<file path="config.mk">
export PLATFORM = sky130hd
export DESIGN_NAME = sia_top
export DESIGN_NICKNAME = d
export VERILOG_FILES = /design/src/sia_pkg.sv /design/src/sia_top.sv
export VERILOG_INCLUDE_DIRS = /design/src
export SDC_FILE = /design/constraint.sdc
export NUM_CORES = 1
export LEC_CHECK = 0
export ABC_CLOCK_PERIOD_IN_PS = 5950
export BUFFER_PORTS_ARGS = -buffer_cell sky130_fd_sc_hd__buf_2
export CAP_MARGIN = 10
export CORE_ASPECT_RATIO = 0.8
export CORE_UTILIZATION = 56
export CTS_CLUSTER_SIZE = 12
export DETAILED_ROUTE_END_ITERATION = 16
export GPL_ROUTABILITY_DRIVEN = 1
export HOLD_SLACK_MARGIN = 0.06
export PLACE_DENSITY = 0.85
export SETUP_SLACK_MARGIN = 0.15
export SKIP_LAST_GASP = 1
export SYNTH_ARGS = -nofsm -noshare
export SYNTH_HDL_FRONTEND = slang
export SYNTH_SLANG_ARGS = --single-unit
</file>
<file path="constraint.sdc">
create_clock -name aclk -period 5.95 [get_ports aclk]
set_input_delay 0.2975 -clock aclk [delete_from_list [all_inputs] [get_ports aclk]]
set_output_delay 0.2975 -clock aclk [all_outputs]
set_load 0.05 [all_outputs]
</file>
<file path="src/sia_consts.svh">
// Purpose: offsets, field positions and reset values of the interrupt aggregator
// Assumes: register indices map to byte address index*4 on the bus
// Notes: definitions only
//
// Operation
// - summary bit 15 shows the power-state group
// - a summary bit reads 1 while its group is pending, else 0
// - summary bits 14, 13, 12 show thermal, general pin, button groups
// - summary bits 11, 8, 7 show watchdog, converter, power-path groups
// - summary bit 5 shows the clock and crystal group
// - summary bit 4 shows the programmable memory group
// - summary bits 1 and 0 show high-current and undervoltage groups
// - status bits 15 and 11 latch on rising source edges
// - status bits 12 and 1 latch on both source edges
// - status bits 8, 3, 2 latch on rising source edges
// - status bits 7..4 latch on the edge chosen by each direction bit
// - software clears a status bit by writing 1; writing 0 keeps it
`ifndef SIA_CONSTS_SVH
`define SIA_CONSTS_SVH

// ----------------------------------------------------------------
// register indices (byte address is index times four)
// ----------------------------------------------------------------
`define SIA_IDX_SUMMARY 16'h4010
`define SIA_IDX_STATUS 16'h4011
`define SIA_IDX_MASK 16'h4020
`define SIA_IDX_DIRECTION 16'h4021

// ----------------------------------------------------------------
// summary field positions
// ----------------------------------------------------------------
`define SIA_SUM_POWER_STATE 15
`define SIA_SUM_THERMAL 14
`define SIA_SUM_GENERAL_PIN 13
`define SIA_SUM_BUTTON 12
`define SIA_SUM_WATCHDOG 11
`define SIA_SUM_CONVERTER 8
`define SIA_SUM_POWER_PATH 7
`define SIA_SUM_CLOCK 5
`define SIA_SUM_MEMORY 4
`define SIA_SUM_HIGH_CURRENT 1
`define SIA_SUM_UNDERVOLTAGE 0

// ----------------------------------------------------------------
// status field layout and edge classes
// ----------------------------------------------------------------
`define SIA_ST_LOW_SUPPLY 15
`define SIA_ST_BUTTON 12
`define SIA_ST_WATCHDOG 11
`define SIA_ST_DATA_READY 8
`define SIA_ST_CMP_LO 4
`define SIA_ST_CMP_HI 7
`define SIA_ST_PERIODIC 3
`define SIA_ST_ALARM 2
`define SIA_ST_THERMAL 1
`define SIA_STATUS_VALID 16'h99FE
`define SIA_EDGE_RISE 16'h890C
`define SIA_EDGE_BOTH 16'h1002

// ----------------------------------------------------------------
// reset values and bus responses
// ----------------------------------------------------------------
`define SIA_RST_STATUS 16'h0000
`define SIA_RST_MASK 16'h0000
`define SIA_RST_DIRECTION 4'h0
`define SIA_RESP_OKAY 2'h0
`define SIA_RESP_SLVERR 2'h2

`endif

</file>
<file path="src/sia_pkg.sv">
// Purpose: types of the interrupt aggregator
// Assumes: constants come from sia_consts.svh
// Notes: the whole module state is one packed struct
package sia_pkg;

   typedef enum logic [0:0] {
      SIA_WR_COLLECT = 1'b0,
      SIA_WR_RESP = 1'b1
   } sia_wr_type;

   typedef enum logic [0:0] {
      SIA_RD_IDLE = 1'b0,
      SIA_RD_RESP = 1'b1
   } sia_rd_type;

   // raw event sources, asynchronous to aclk
   typedef struct packed {
      logic low_system_supply_threshold;
      logic button_level;
      logic watchdog_timeout;
      logic converter_data_ready;
      logic comparator_four;
      logic comparator_three;
      logic comparator_two;
      logic comparator_one;
      logic clock_periodic;
      logic clock_alarm;
      logic thermal_warning;
   } sia_events_type;

   // pending levels of groups whose flags live in other blocks
   typedef struct packed {
      logic power_state;
      logic thermal_other;
      logic general_pin;
      logic crystal;
      logic memory;
      logic high_current;
      logic undervoltage;
   } sia_groups_type;

   typedef struct packed {
      logic [15:0] sync1;
      logic [15:0] sync2;
      logic [15:0] sync3;
      logic [15:0] level;
      logic [15:0] status;
      logic [15:0] mask;
      logic [3:0] direction;
      sia_wr_type wr;
      logic aw_held;
      logic [31:0] aw_addr;
      logic w_held;
      logic [31:0] w_data;
      logic [3:0] w_strb;
      logic awready;
      logic wready;
      logic bvalid;
      logic [1:0] bresp;
      sia_rd_type rd;
      logic arready;
      logic rvalid;
      logic [31:0] rdata;
      logic [1:0] rresp;
      logic irq;
   } sia_state_type;

endpackage : sia_pkg

</file>
<file path="src/sia_top.sv">
// Purpose: system interrupt aggregator with summary and latched status registers
// Assumes: AXI4-Lite slave on aclk; event sources are asynchronous levels
// Notes: one level interrupt output gated by the mask register
//
// Decided for this implementation: the AXI4-Lite register port.
`timescale 1ns/1ps
`include "sia_consts.svh"

module sia_top
   import sia_pkg::*;
(
   // clock and reset
   input wire logic aclk,
   input wire logic aresetn,
   // event sources and external group levels
   input sia_events_type events,
   input sia_groups_type groups,
   // write address channel
   input wire logic awvalid,
   output logic awready,
   input wire logic [31:0] awaddr,
   input wire logic [2:0] awprot,
   // write data channel
   input wire logic wvalid,
   output logic wready,
   input wire logic [31:0] wdata,
   input wire logic [3:0] wstrb,
   // write response channel
   output logic bvalid,
   input wire logic bready,
   output logic [1:0] bresp,
   // read address channel
   input wire logic arvalid,
   output logic arready,
   input wire logic [31:0] araddr,
   input wire logic [2:0] arprot,
   // read data channel
   output logic rvalid,
   input wire logic rready,
   output logic [31:0] rdata,
   output logic [1:0] rresp,
   // interrupt
   output logic irq
);

   // ----------------------------------------------------------------
   // state
   // ----------------------------------------------------------------
   sia_state_type s_r;
   sia_state_type s_nxt;

   logic [15:0] source_vec;
   logic [15:0] level_nxt;
   logic [15:0] rise;
   logic [15:0] fall;
   logic [15:0] cmp_edge;
   logic [15:0] event_vec;
   logic [15:0] summary;

   // ----------------------------------------------------------------
   // helpers
   // ----------------------------------------------------------------
   function automatic logic [15:0] lane_mask(input logic [3:0] strb);
      lane_mask = {{8{strb[1]}}, {8{strb[0]}}};
   endfunction : lane_mask

   function automatic logic is_reg(input logic [31:0] addr, input logic [15:0] idx);
      is_reg = (addr[31:2] == {14'h0000, idx});
   endfunction : is_reg

   // ----------------------------------------------------------------
   // source mapping onto status bit positions
   // ----------------------------------------------------------------
   always_comb begin
      source_vec = 16'h0000;
      source_vec[`SIA_ST_LOW_SUPPLY] = events.low_system_supply_threshold;
      source_vec[`SIA_ST_BUTTON] = events.button_level;
      source_vec[`SIA_ST_WATCHDOG] = events.watchdog_timeout;
      source_vec[`SIA_ST_DATA_READY] = events.converter_data_ready;
      source_vec[`SIA_ST_CMP_HI] = events.comparator_four;
      source_vec[`SIA_ST_CMP_HI - 1] = events.comparator_three;
      source_vec[`SIA_ST_CMP_LO + 1] = events.comparator_two;
      source_vec[`SIA_ST_CMP_LO] = events.comparator_one;
      source_vec[`SIA_ST_PERIODIC] = events.clock_periodic;
      source_vec[`SIA_ST_ALARM] = events.clock_alarm;
      source_vec[`SIA_ST_THERMAL] = events.thermal_warning;
   end

   // ----------------------------------------------------------------
   // filtered level and edge detection
   // ----------------------------------------------------------------
   // a change counts once the second and third stages agree
   assign level_nxt = (s_r.sync2 & s_r.sync3) | (s_r.level & (s_r.sync2 ^ s_r.sync3));
   assign rise = level_nxt & ~s_r.level;
   assign fall = ~level_nxt & s_r.level;

   // per comparator: direction 1 latches the rising edge, 0 the falling edge
   genvar k;
   generate
      for (k = 0; k < 16; k++) begin : g_cmp
         if (k >= `SIA_ST_CMP_LO && k <= `SIA_ST_CMP_HI) begin : g_on
            assign cmp_edge[k] = s_r.direction[k - `SIA_ST_CMP_LO] ? rise[k] : fall[k];
         end else begin : g_off
            assign cmp_edge[k] = 1'b0;
         end
      end
   endgenerate

   assign event_vec = (rise & `SIA_EDGE_RISE)
      | ((rise | fall) & `SIA_EDGE_BOTH)
      | cmp_edge;

   // ----------------------------------------------------------------
   // summary register
   // ----------------------------------------------------------------
   always_comb begin
      summary = 16'h0000;
      summary[`SIA_SUM_POWER_STATE] = groups.power_state;
      summary[`SIA_SUM_THERMAL] = groups.thermal_other | s_r.status[`SIA_ST_THERMAL];
      summary[`SIA_SUM_GENERAL_PIN] = groups.general_pin;
      summary[`SIA_SUM_BUTTON] = s_r.status[`SIA_ST_BUTTON];
      summary[`SIA_SUM_WATCHDOG] = s_r.status[`SIA_ST_WATCHDOG];
      summary[`SIA_SUM_CONVERTER] =
         |s_r.status[`SIA_ST_DATA_READY:`SIA_ST_CMP_LO];
      summary[`SIA_SUM_POWER_PATH] = s_r.status[`SIA_ST_LOW_SUPPLY];
      summary[`SIA_SUM_CLOCK] = groups.crystal
         | s_r.status[`SIA_ST_PERIODIC] | s_r.status[`SIA_ST_ALARM];
      summary[`SIA_SUM_MEMORY] = groups.memory;
      summary[`SIA_SUM_HIGH_CURRENT] = groups.high_current;
      summary[`SIA_SUM_UNDERVOLTAGE] = groups.undervoltage;
   end

   // ----------------------------------------------------------------
   // next state
   // ----------------------------------------------------------------
   always_comb begin
      logic [15:0] clr;
      logic [15:0] bm;
      clr = 16'h0000;
      bm = 16'h0000;
      s_nxt = s_r;

      s_nxt.sync1 = source_vec;
      s_nxt.sync2 = s_r.sync1;
      s_nxt.sync3 = s_r.sync2;
      s_nxt.level = level_nxt;

      // write channel: address and data taken in either order
      case (s_r.wr)
         SIA_WR_COLLECT: begin
            if (awvalid && s_r.awready) begin
               s_nxt.aw_held = 1'b1;
               s_nxt.aw_addr = awaddr;
            end
            if (wvalid && s_r.wready) begin
               s_nxt.w_held = 1'b1;
               s_nxt.w_data = wdata;
               s_nxt.w_strb = wstrb;
            end
            if (s_nxt.aw_held && s_nxt.w_held) begin
               bm = lane_mask(s_nxt.w_strb);
               s_nxt.bresp = `SIA_RESP_OKAY;
               if (is_reg(s_nxt.aw_addr, `SIA_IDX_STATUS)) begin
                  clr = s_nxt.w_data[15:0] & bm;
               end else if (is_reg(s_nxt.aw_addr, `SIA_IDX_MASK)) begin
                  s_nxt.mask = ((s_r.mask & ~bm) | (s_nxt.w_data[15:0] & bm))
                     & `SIA_STATUS_VALID;
               end else if (is_reg(s_nxt.aw_addr, `SIA_IDX_DIRECTION)) begin
                  if (s_nxt.w_strb[0]) begin
                     s_nxt.direction = s_nxt.w_data[3:0];
                  end
               end else if (!is_reg(s_nxt.aw_addr, `SIA_IDX_SUMMARY)) begin
                  s_nxt.bresp = `SIA_RESP_SLVERR;
               end
               s_nxt.aw_held = 1'b0;
               s_nxt.w_held = 1'b0;
               s_nxt.bvalid = 1'b1;
               s_nxt.wr = SIA_WR_RESP;
            end
         end
         SIA_WR_RESP: begin
            if (bready) begin
               s_nxt.bvalid = 1'b0;
               s_nxt.wr = SIA_WR_COLLECT;
            end
         end
         default: begin
            s_nxt.bvalid = 1'b0;
            s_nxt.wr = SIA_WR_COLLECT;
         end
      endcase
      s_nxt.awready = (s_nxt.wr == SIA_WR_COLLECT) && !s_nxt.aw_held;
      s_nxt.wready = (s_nxt.wr == SIA_WR_COLLECT) && !s_nxt.w_held;

      // read channel
      case (s_r.rd)
         SIA_RD_IDLE: begin
            if (arvalid && s_r.arready) begin
               s_nxt.rvalid = 1'b1;
               s_nxt.rresp = `SIA_RESP_OKAY;
               s_nxt.rd = SIA_RD_RESP;
               if (is_reg(araddr, `SIA_IDX_SUMMARY)) begin
                  s_nxt.rdata = {16'h0000, summary};
               end else if (is_reg(araddr, `SIA_IDX_STATUS)) begin
                  s_nxt.rdata = {16'h0000, s_r.status};
               end else if (is_reg(araddr, `SIA_IDX_MASK)) begin
                  s_nxt.rdata = {16'h0000, s_r.mask};
               end else if (is_reg(araddr, `SIA_IDX_DIRECTION)) begin
                  s_nxt.rdata = {28'h0000000, s_r.direction};
               end else begin
                  s_nxt.rdata = 32'h00000000;
                  s_nxt.rresp = `SIA_RESP_SLVERR;
               end
            end
         end
         SIA_RD_RESP: begin
            if (rready) begin
               s_nxt.rvalid = 1'b0;
               s_nxt.rd = SIA_RD_IDLE;
            end
         end
         default: begin
            s_nxt.rvalid = 1'b0;
            s_nxt.rd = SIA_RD_IDLE;
         end
      endcase
      s_nxt.arready = (s_nxt.rd == SIA_RD_IDLE);

      // a new edge in the clearing cycle wins over the clear
      s_nxt.status = ((s_r.status & ~clr) | event_vec) & `SIA_STATUS_VALID;
      s_nxt.irq = |(s_nxt.status & s_nxt.mask);
   end

   // ----------------------------------------------------------------
   // registers
   // ----------------------------------------------------------------
   always_ff @(posedge aclk) begin
      if (!aresetn) begin
         s_r <= '0;
         s_r.status <= `SIA_RST_STATUS;
         s_r.mask <= `SIA_RST_MASK;
         s_r.direction <= `SIA_RST_DIRECTION;
         s_r.wr <= SIA_WR_COLLECT;
         s_r.rd <= SIA_RD_IDLE;
      end else begin
         s_r <= s_nxt;
      end
   end

   // ----------------------------------------------------------------
   // outputs
   // ----------------------------------------------------------------
   assign awready = s_r.awready;
   assign wready = s_r.wready;
   assign bvalid = s_r.bvalid;
   assign bresp = s_r.bresp;
   assign arready = s_r.arready;
   assign rvalid = s_r.rvalid;
   assign rdata = s_r.rdata;
   assign rresp = s_r.rresp;
   assign irq = s_r.irq;

endmodule : sia_top

</file>
==> flow_metrics.py, run 1 <==
metrics = {
    "die": {
        "die_h_um": 95.5,
        "dieWidth_um": 119,
        "rows": 33,
        "start_util": 0.586,
        "core_area_mm2": 0.0104,
        "die-area_mm2": 0.0114,
        "ios": 173,
    },
    "routing": {
        "first_iter_violations": 453,
        "ant_nets": 0,
        "drc": 0,
        "vias": 5352,
        "wire_per_inst_um": 15.7,
        "wl_mm": 14.7,
        "viasPerCell": 5.72,
        "drtPass1Iterations": 8,
    },
    "grt": {
        "busiest_layer": "met2",
        "met2_usage": 0.438,
        "grt_pass1_vias": 4836,
        "overflow": 0,
        "grt_start_max_net_pins": 63,
        "grtUsageMet1": 0.338,
        "gr-usage-all-layers": 0.264,
        "use_met3": 0.0538,
        "antenna_found_initial": 0,
        "grt_pass1_wl_mm": 23.2,
    },
    "cells_and_area": {
        "synthToLayoutAreaGrowth_pct": 17.3,
        "layout.nets": 926,
        "n_fill_cell": 840,
        "drive_above_1_share": 0.241,
        "diodes": 0,
        "multi_input_area_mm2": 0.00286,
        "final_cell_mix": "140 x dfxtp_1, 120 x buf_2, 96 x nand2_1, 83 x a21oi_1, 43 x nor2_1",
        "seq_area_mm2": 0.00280,
        "final_common_cell": "dfxtp_1",
    },
    "sta": {
        "fin_skew_ns": 0.00652,
        "slew_viol_final": 0,
        "finalCriticalPeriod_ns": 2.81,
        "clock.fmax_ghz": 0.356,
        "relSlewSlack": 0.246,
        "period_share": 0.472,
        "hold_viol": 0,
        "holdWs_ns": 0.0812,
        "tightestPinTransition_ns": 1.13,
        "finalSetupViolCount": 0,
        "setup_tns_ns": 0,
        "rsz0062_at_grt": "false",
    },
    "hold_path": {
        "min_path_type": "primary input to flop",
        "min_to": "s_nxt[186]",
        "min_from": "events[3]",
        "hold_path_depth": 2,
    },
    "clocking": {
        "clock_sinks": 140,
        "cts-resized-gates": 0,
        "cts_htree_levels": 4,
        "cts_buffers": 17,
        "cts.clk_slew.worst_paths_ns": 0.06,
        "root_buffer": "clkbuf_16",
        "cts.path.max_buffers": 2,
        "post_cts_buffers": 0,
        "cts_tree": "built",
        "ctsHoldBuffers": 0,
        "clk-insertion-delay-late_ns": 0.42,
    },
    "synth": {
        "netlist_area_mm2": 0.00612,
        "ys_top_cells_by_area": "dfxtp_1 46%, a21oi_1 6.8%, nand2_1 5.9%",
        "synthXorXnorAreaFrac": 0.00143,
        "synth_adder_area_share": 0.0225,
        "ys_types": 69,
        "yosys_warnings": 0,
        "synth-seq-cells": 140,
        "synthArstFlopShare": 0,
        "yosysTopAreaCell": "dfxtp_1",
        "synth_simple_gate_area_frac": 0.225,
        "synthFlopType": "dfxtp_1",
        "synth_seq_area_share": 0.458,
        "yosys.area.top_type_share": 0.458,
        "synthCells": 693,
        "synth_top_family_by_area": "simple AND/OR/NAND/NOR gates",
        "synth_edf_count": 0,
        "avgSynthCellArea_um2": 8.83,
        "synthMuxAreaShare": 0.0276,
        "synth-compound-area-share": 0.178,
    },
    "status": {
        "outcome": "completed",
    },
    "critical_path": {
        "arrival_ns": 3.07,
        "cp.required_ns": 6.21,
        "rr_endpoint": "irq",
        "critPathLaunchType": "flop",
        "cp_max_fo": 16,
        "worstSetupPathType": "flop to flop",
        "crit_path_max_incr_delay_ns": 0.47,
        "end_kind": "flop",
        "worstPathCellList": "and2_1, nor2_2, a211o_4, o41ai_1, a22oi_1, nor4_1, a41oi_1",
        "timing.reg2reg.setup_slack_ns": 3.14,
        "r2r_start": "awready",
        "slowest_stage": "dfxtp_1",
        "r2r_cells": 7,
    },
    "power_and_ir_drop": {
        "power_density_mw_per_mm2": 335,
        "p_leak_nw": 2.89,
        "p_clk_frac": 0.467,
        "switching_share": 0.251,
        "power_frac_seq": 0.416,
        "comb_power_share": 0.117,
        "peakVddDrop_mv": 0.233,
        "p_int_mw": 1.80,
        "p_sw_mw": 0.604,
    },
    "place": {
        "portBuffers": 120,
        "gp_congestion": 0.853,
        "dp_hpwl_mm": 10.5,
    },
    "flow_run": {
        "drv_cap": 0,
    },
}
## per-layer routing
metal	up-vias	wire length [um]
met1	2498	6450
met2	240	6730
met3	25	1220
li1	2589	-
met4	0	282
met5	-	0
## cells by family after synthesis
kind of cell	after synthesis
compound gates	163
simple gates	268
buf+inv	94
fa+ha+maj	11
mux	15
xor+xnor	1
other cells	1
flops	140
## cell usage after synthesis, drive strengths merged (4+ instances only)
cell    count
dfxtp     140
nor2b       4
nor2       45
o31ai       7
nand4b      4
nor3       15
a21oi      83
nand4      10
and2       39
ha         11
nand3       7
a221oi      4
inv        23
nor4       23
o41ai       7
buf        46
nand2      98
or3         4
a31oi       9
o21ai       6
a211oi      9
clkbuf     25
a22oi       9
a222oi      5
mux2       12
## area by class of cell
cell class	count	area share
Clock buffer	18	0.0598
Clock inverter	13	0.0277
Inverter	23	0.0120
Multi-Input combinational cell	478	0.398
Sequential cell	140	0.390
Tap cell	140	0.0244
Timing Repair Buffer	124	0.0879
## sequential cells by signal (all words and copies together), names as in the netlist
| register | cells |
|---|---|
| awready | 1 |
| irq | 1 |
| arready | 1 |
| bvalid | 1 |
| wready | 1 |
| bresp | 1 |
| rdata | 14 |
| s_nxt | 22 |
| s_r | 96 |
| rresp | 1 |
| rvalid | 1 |
## worst max path at each step
| stage | slack (ns) | from | cells after the start | to |
|---|---|---|---|---|
| after floorplan | 3.38 | awready | 7 | irq |
| after global placement | 3.24 | awvalid | 8 | irq |
| after detailed placement | 3.20 | awvalid | 8 | irq |
| after CTS | 3.18 | awready | 7 | irq |
| after global routing | 2.96 | awready | 7 | irq |
| final | 3.14 | awready | 7 | irq |
## power groups by stage
| stage | registers, mW | logic (mW) | clock network (mW) |
|---|---|---|---|
| 2_1_floorplan | 1.02 | 0.213 | 0 |
| 3_3_place_gp | 1.02 | 0.267 | 0 |
| 3_5_place_dp | 1.02 | 0.276 | 0 |
| 4_1_cts | 1.00 | 0.278 | 1.13 |
| 5_1_grt | 1.01 | 0.303 | 1.18 |
| 6_report | 1.00 | 0.281 | 1.13 |
## through the flow
| stage | utilization | cells | total power [mW] | instance area (um2) | setup WS [ns] |
|---|---|---|---|---|---|
| 2_1_floorplan | - | 712 | 1.24 | 6190 | 3.38 |
| 3_3_place_gp | 0.626 | 904 | 1.29 | 6540 | 3.24 |
| 5_1_grt | 0.687 | 936 | 2.49 | 7180 | 2.96 |
| 3_5_place_dp | 0.626 | 904 | 1.30 | 6540 | 3.20 |
| 6_report | 0.687 | 936 | 2.41 | 7180 | 3.14 |
| 4_1_cts | 0.686 | 935 | 2.41 | 7170 | 3.18 |
## worst max-delay path, delay by kind of cell, from the launching register on
kind	cells	cell delay [ns]
AOI/OAI and AO/OA	4	1.25
and+or+nand+nor	3	0.93
DFF	1	0.47
Power figures use the tool's default switching activity.
==> inputs of run 2 (changes only) <==
--- a/config.mk
+++ b/config.mk
@@ -6,16 +6,16 @@
 export SDC_FILE = /design/constraint.sdc
 export NUM_CORES = 1
 export LEC_CHECK = 0
-export ABC_CLOCK_PERIOD_IN_PS = 5950
+export ABC_CLOCK_PERIOD_IN_PS = 2730
 export BUFFER_PORTS_ARGS = -buffer_cell sky130_fd_sc_hd__buf_2
 export CAP_MARGIN = 10
 export CORE_ASPECT_RATIO = 0.8
-export CORE_UTILIZATION = 56
+export CORE_UTILIZATION = 52
 export CTS_CLUSTER_SIZE = 12
 export DETAILED_ROUTE_END_ITERATION = 16
 export GPL_ROUTABILITY_DRIVEN = 1
 export HOLD_SLACK_MARGIN = 0.06
-export PLACE_DENSITY = 0.85
+export PLACE_DENSITY = 0.8
 export SETUP_SLACK_MARGIN = 0.15
 export SKIP_LAST_GASP = 1
 export SYNTH_ARGS = -nofsm -noshare
==> constraint.sdc (replaced) <==
create_clock -name aclk -period 2.73 [get_ports aclk]
set_input_delay 0.1365 -clock aclk [delete_from_list [all_inputs] [get_ports aclk]]
set_output_delay 0.1365 -clock aclk [all_outputs]
set_load 0.05 [all_outputs]
==> run 2 against run 1 <==
Compared with the run above:
- first-iteration DRC count fell by 9.5%
- critical path depth is 2 higher
- non-clock buffer count is 75 higher
- clock-buffer cell count unchanged
- critical path type is now primary input to flop
- highest routed layer unchanged
==> flow_metrics.py, run 2 (synthesis results as in run 1) <==
metrics = {
    "routing": {
        "wire_per_inst_um": 16.3,
        "ant_nets": 0,
        "drtPass1Iterations": 5,
        "viasPerCell": 5.60,
        "drc": 0,
        "first_iter_violations": 410,
        "vias": 5716,
        "wl_mm": 16.6,
    },
    "die": {
        "start_util": 0.533,
        "core_area_mm2": 0.0115,
        "rows": 35,
        "die_h_um": 99.0,
        "die-area_mm2": 0.0122,
        "ios": 173,
        "dieWidth_um": 123,
    },
    "cells_and_area": {
        "drive_above_1_share": 0.261,
        "final_common_cell": "dfxtp_1",
        "regMostFlops": "s_r",
        "layout.nets": 1002,
        "diodes": 0,
        "final_cell_mix": "139 x dfxtp_1, 120 x buf_2, 95 x nand2_1, 83 x a21oi_1, 58 x dlygate4sd3_1",
        "largest_reg_flops": 96,
        "synthToLayoutAreaGrowth_pct": 31.5,
        "n_fill_cell": 852,
    },
    "clocking": {
        "cts_tree": "built",
        "cts.clk_slew.worst_paths_ns": 0.06,
        "root_buffer": "clkbuf_16",
        "cts_htree_levels": 4,
        "cts.path.max_buffers": 2,
        "clock_sinks": 140,
        "cts_buffers": 17,
        "clk-insertion-delay-late_ns": 0.41,
    },
    "sta": {
        "setup_tns_ns": 0,
        "tightestPinTransition_ns": 1.03,
        "clock.fmax_ghz": 0.389,
        "fin_skew_ns": 0.00665,
        "rsz0062_at_grt": "false",
        "finalSetupViolCount": 0,
        "holdWs_ns": 0.0791,
        "finalCriticalPeriod_ns": 2.57,
        "slew_viol_final": 0,
        "hold_viol": 0,
        "relSlewSlack": 0.312,
        "period_share": 0.941,
    },
    "critical_path": {
        "cp.required_ns": 2.98,
        "arrival_ns": 2.82,
        "end_kind": "flop",
        "worstSetupPathType": "primary input to flop",
        "critPathLaunchType": "primary input",
        "cp_max_fo": 7,
    },
    "place": {
        "gp_congestion": 0.882,
        "dp_hpwl_mm": 11.1,
        "portBuffers": 120,
    },
    "grt": {
        "antenna_found_initial": 0,
        "grt_pass1_wl_mm": 25.3,
        "grt_start_max_net_pins": 46,
        "grt_pass1_vias": 5233,
        "overflow": 0,
        "gr-usage-all-layers": 0.269,
    },
    "status": {
        "outcome": "completed",
    },
    "power_and_ir_drop": {
        "power_density_mw_per_mm2": 655,
        "peakVddDrop_mv": 0.527,
        "p_leak_nw": 3.23,
    },
    "hold_path": {
        "min_path_type": "primary input to flop",
    },
    "flow_run": {
        "drv_cap": 0,
    },
}
run 2: cell types whose count changed in the layout (fill, tap and decap cells not counted), sizes merged:
cell	delta
bufinv	-2
buf	+16
dlygate4sd3	+58
inv	+3
clkbuf	+1
o22a	+1
run 2: cell type report:
cell class | count | area (um2) | area share
clock inverters | 14 | 169 | 0.0210
repair buffers | 199 | 1360 | 0.170
multi-input cells | 479 | 3010 | 0.374
flip-flops and latches | 140 | 2800 | 0.349
well taps | 148 | 185 | 0.0230
inverters | 23 | 86.3 | 0.0107
clock buffers | 18 | 429 | 0.0533
run 2: what timing repair did:
item | 4_1_cts | 5_1_grt
endpoints found under the setup margin | 1 | 4
setup buffers | 0 | 6
hold buffers | 58 | 0
endpoints found under the hold margin | 60 | 0
pin swaps | 0 | 5
gates cloned | 0 | 1
gates resized for setup | 1 | 22
run 2: critical path, cell delays in order:
cell           delay (ns)
dlygate4sd3_1        0.54
buf_2                0.13
or3_1                0.42
a211o_4              0.37
buf_12               0.15
o41ai_2              0.41
a22oi_1              0.15
nor4_1               0.35
a41oi_1              0.16
run 2: through the flow:
stage	util	instances	area, um2	power [mW]	setup WS, ns
floorplan	-	712	6190	2.70	0.155
global placement	0.580	924	6660	2.81	0.214
detailed placement	0.580	924	6660	2.84	0.0837
CTS	0.683	1014	7840	5.21	0.182
global route	0.701	1021	8050	5.46	0.0431
finish	0.701	1021	8050	5.27	0.162
run 2: path summary, 6_finish.rpt:
check / start / to / slack [ns] / cells after the start
min reg2reg: s_nxt[188] / s_nxt[172] / 0.43 / 1
min: groups[5] / rdata[14] / 0.08 / 3
max reg2reg: s_r[98] / irq / 0.20 / 8
max: awaddr[5] / irq / 0.16 / 9
run 2: power by group:
group	leakage (nW)	internal, mW	switching, mW
Combinational	1.80	0.291	0.472
Clock	0.291	1.44	0.884
Sequential	1.14	2.13	0.0523
run 2: metal layers:
metal / vias up / share of wire / global-route usage
met1: 2679 / 0.43 / 0.359
li1: 2748 / - / -
met3: 29 / 0.072 / 0.0475
met2: 260 / 0.48 / 0.443
met5: - / 0 / 0
met4: 0 / 0.017 / 0.0760
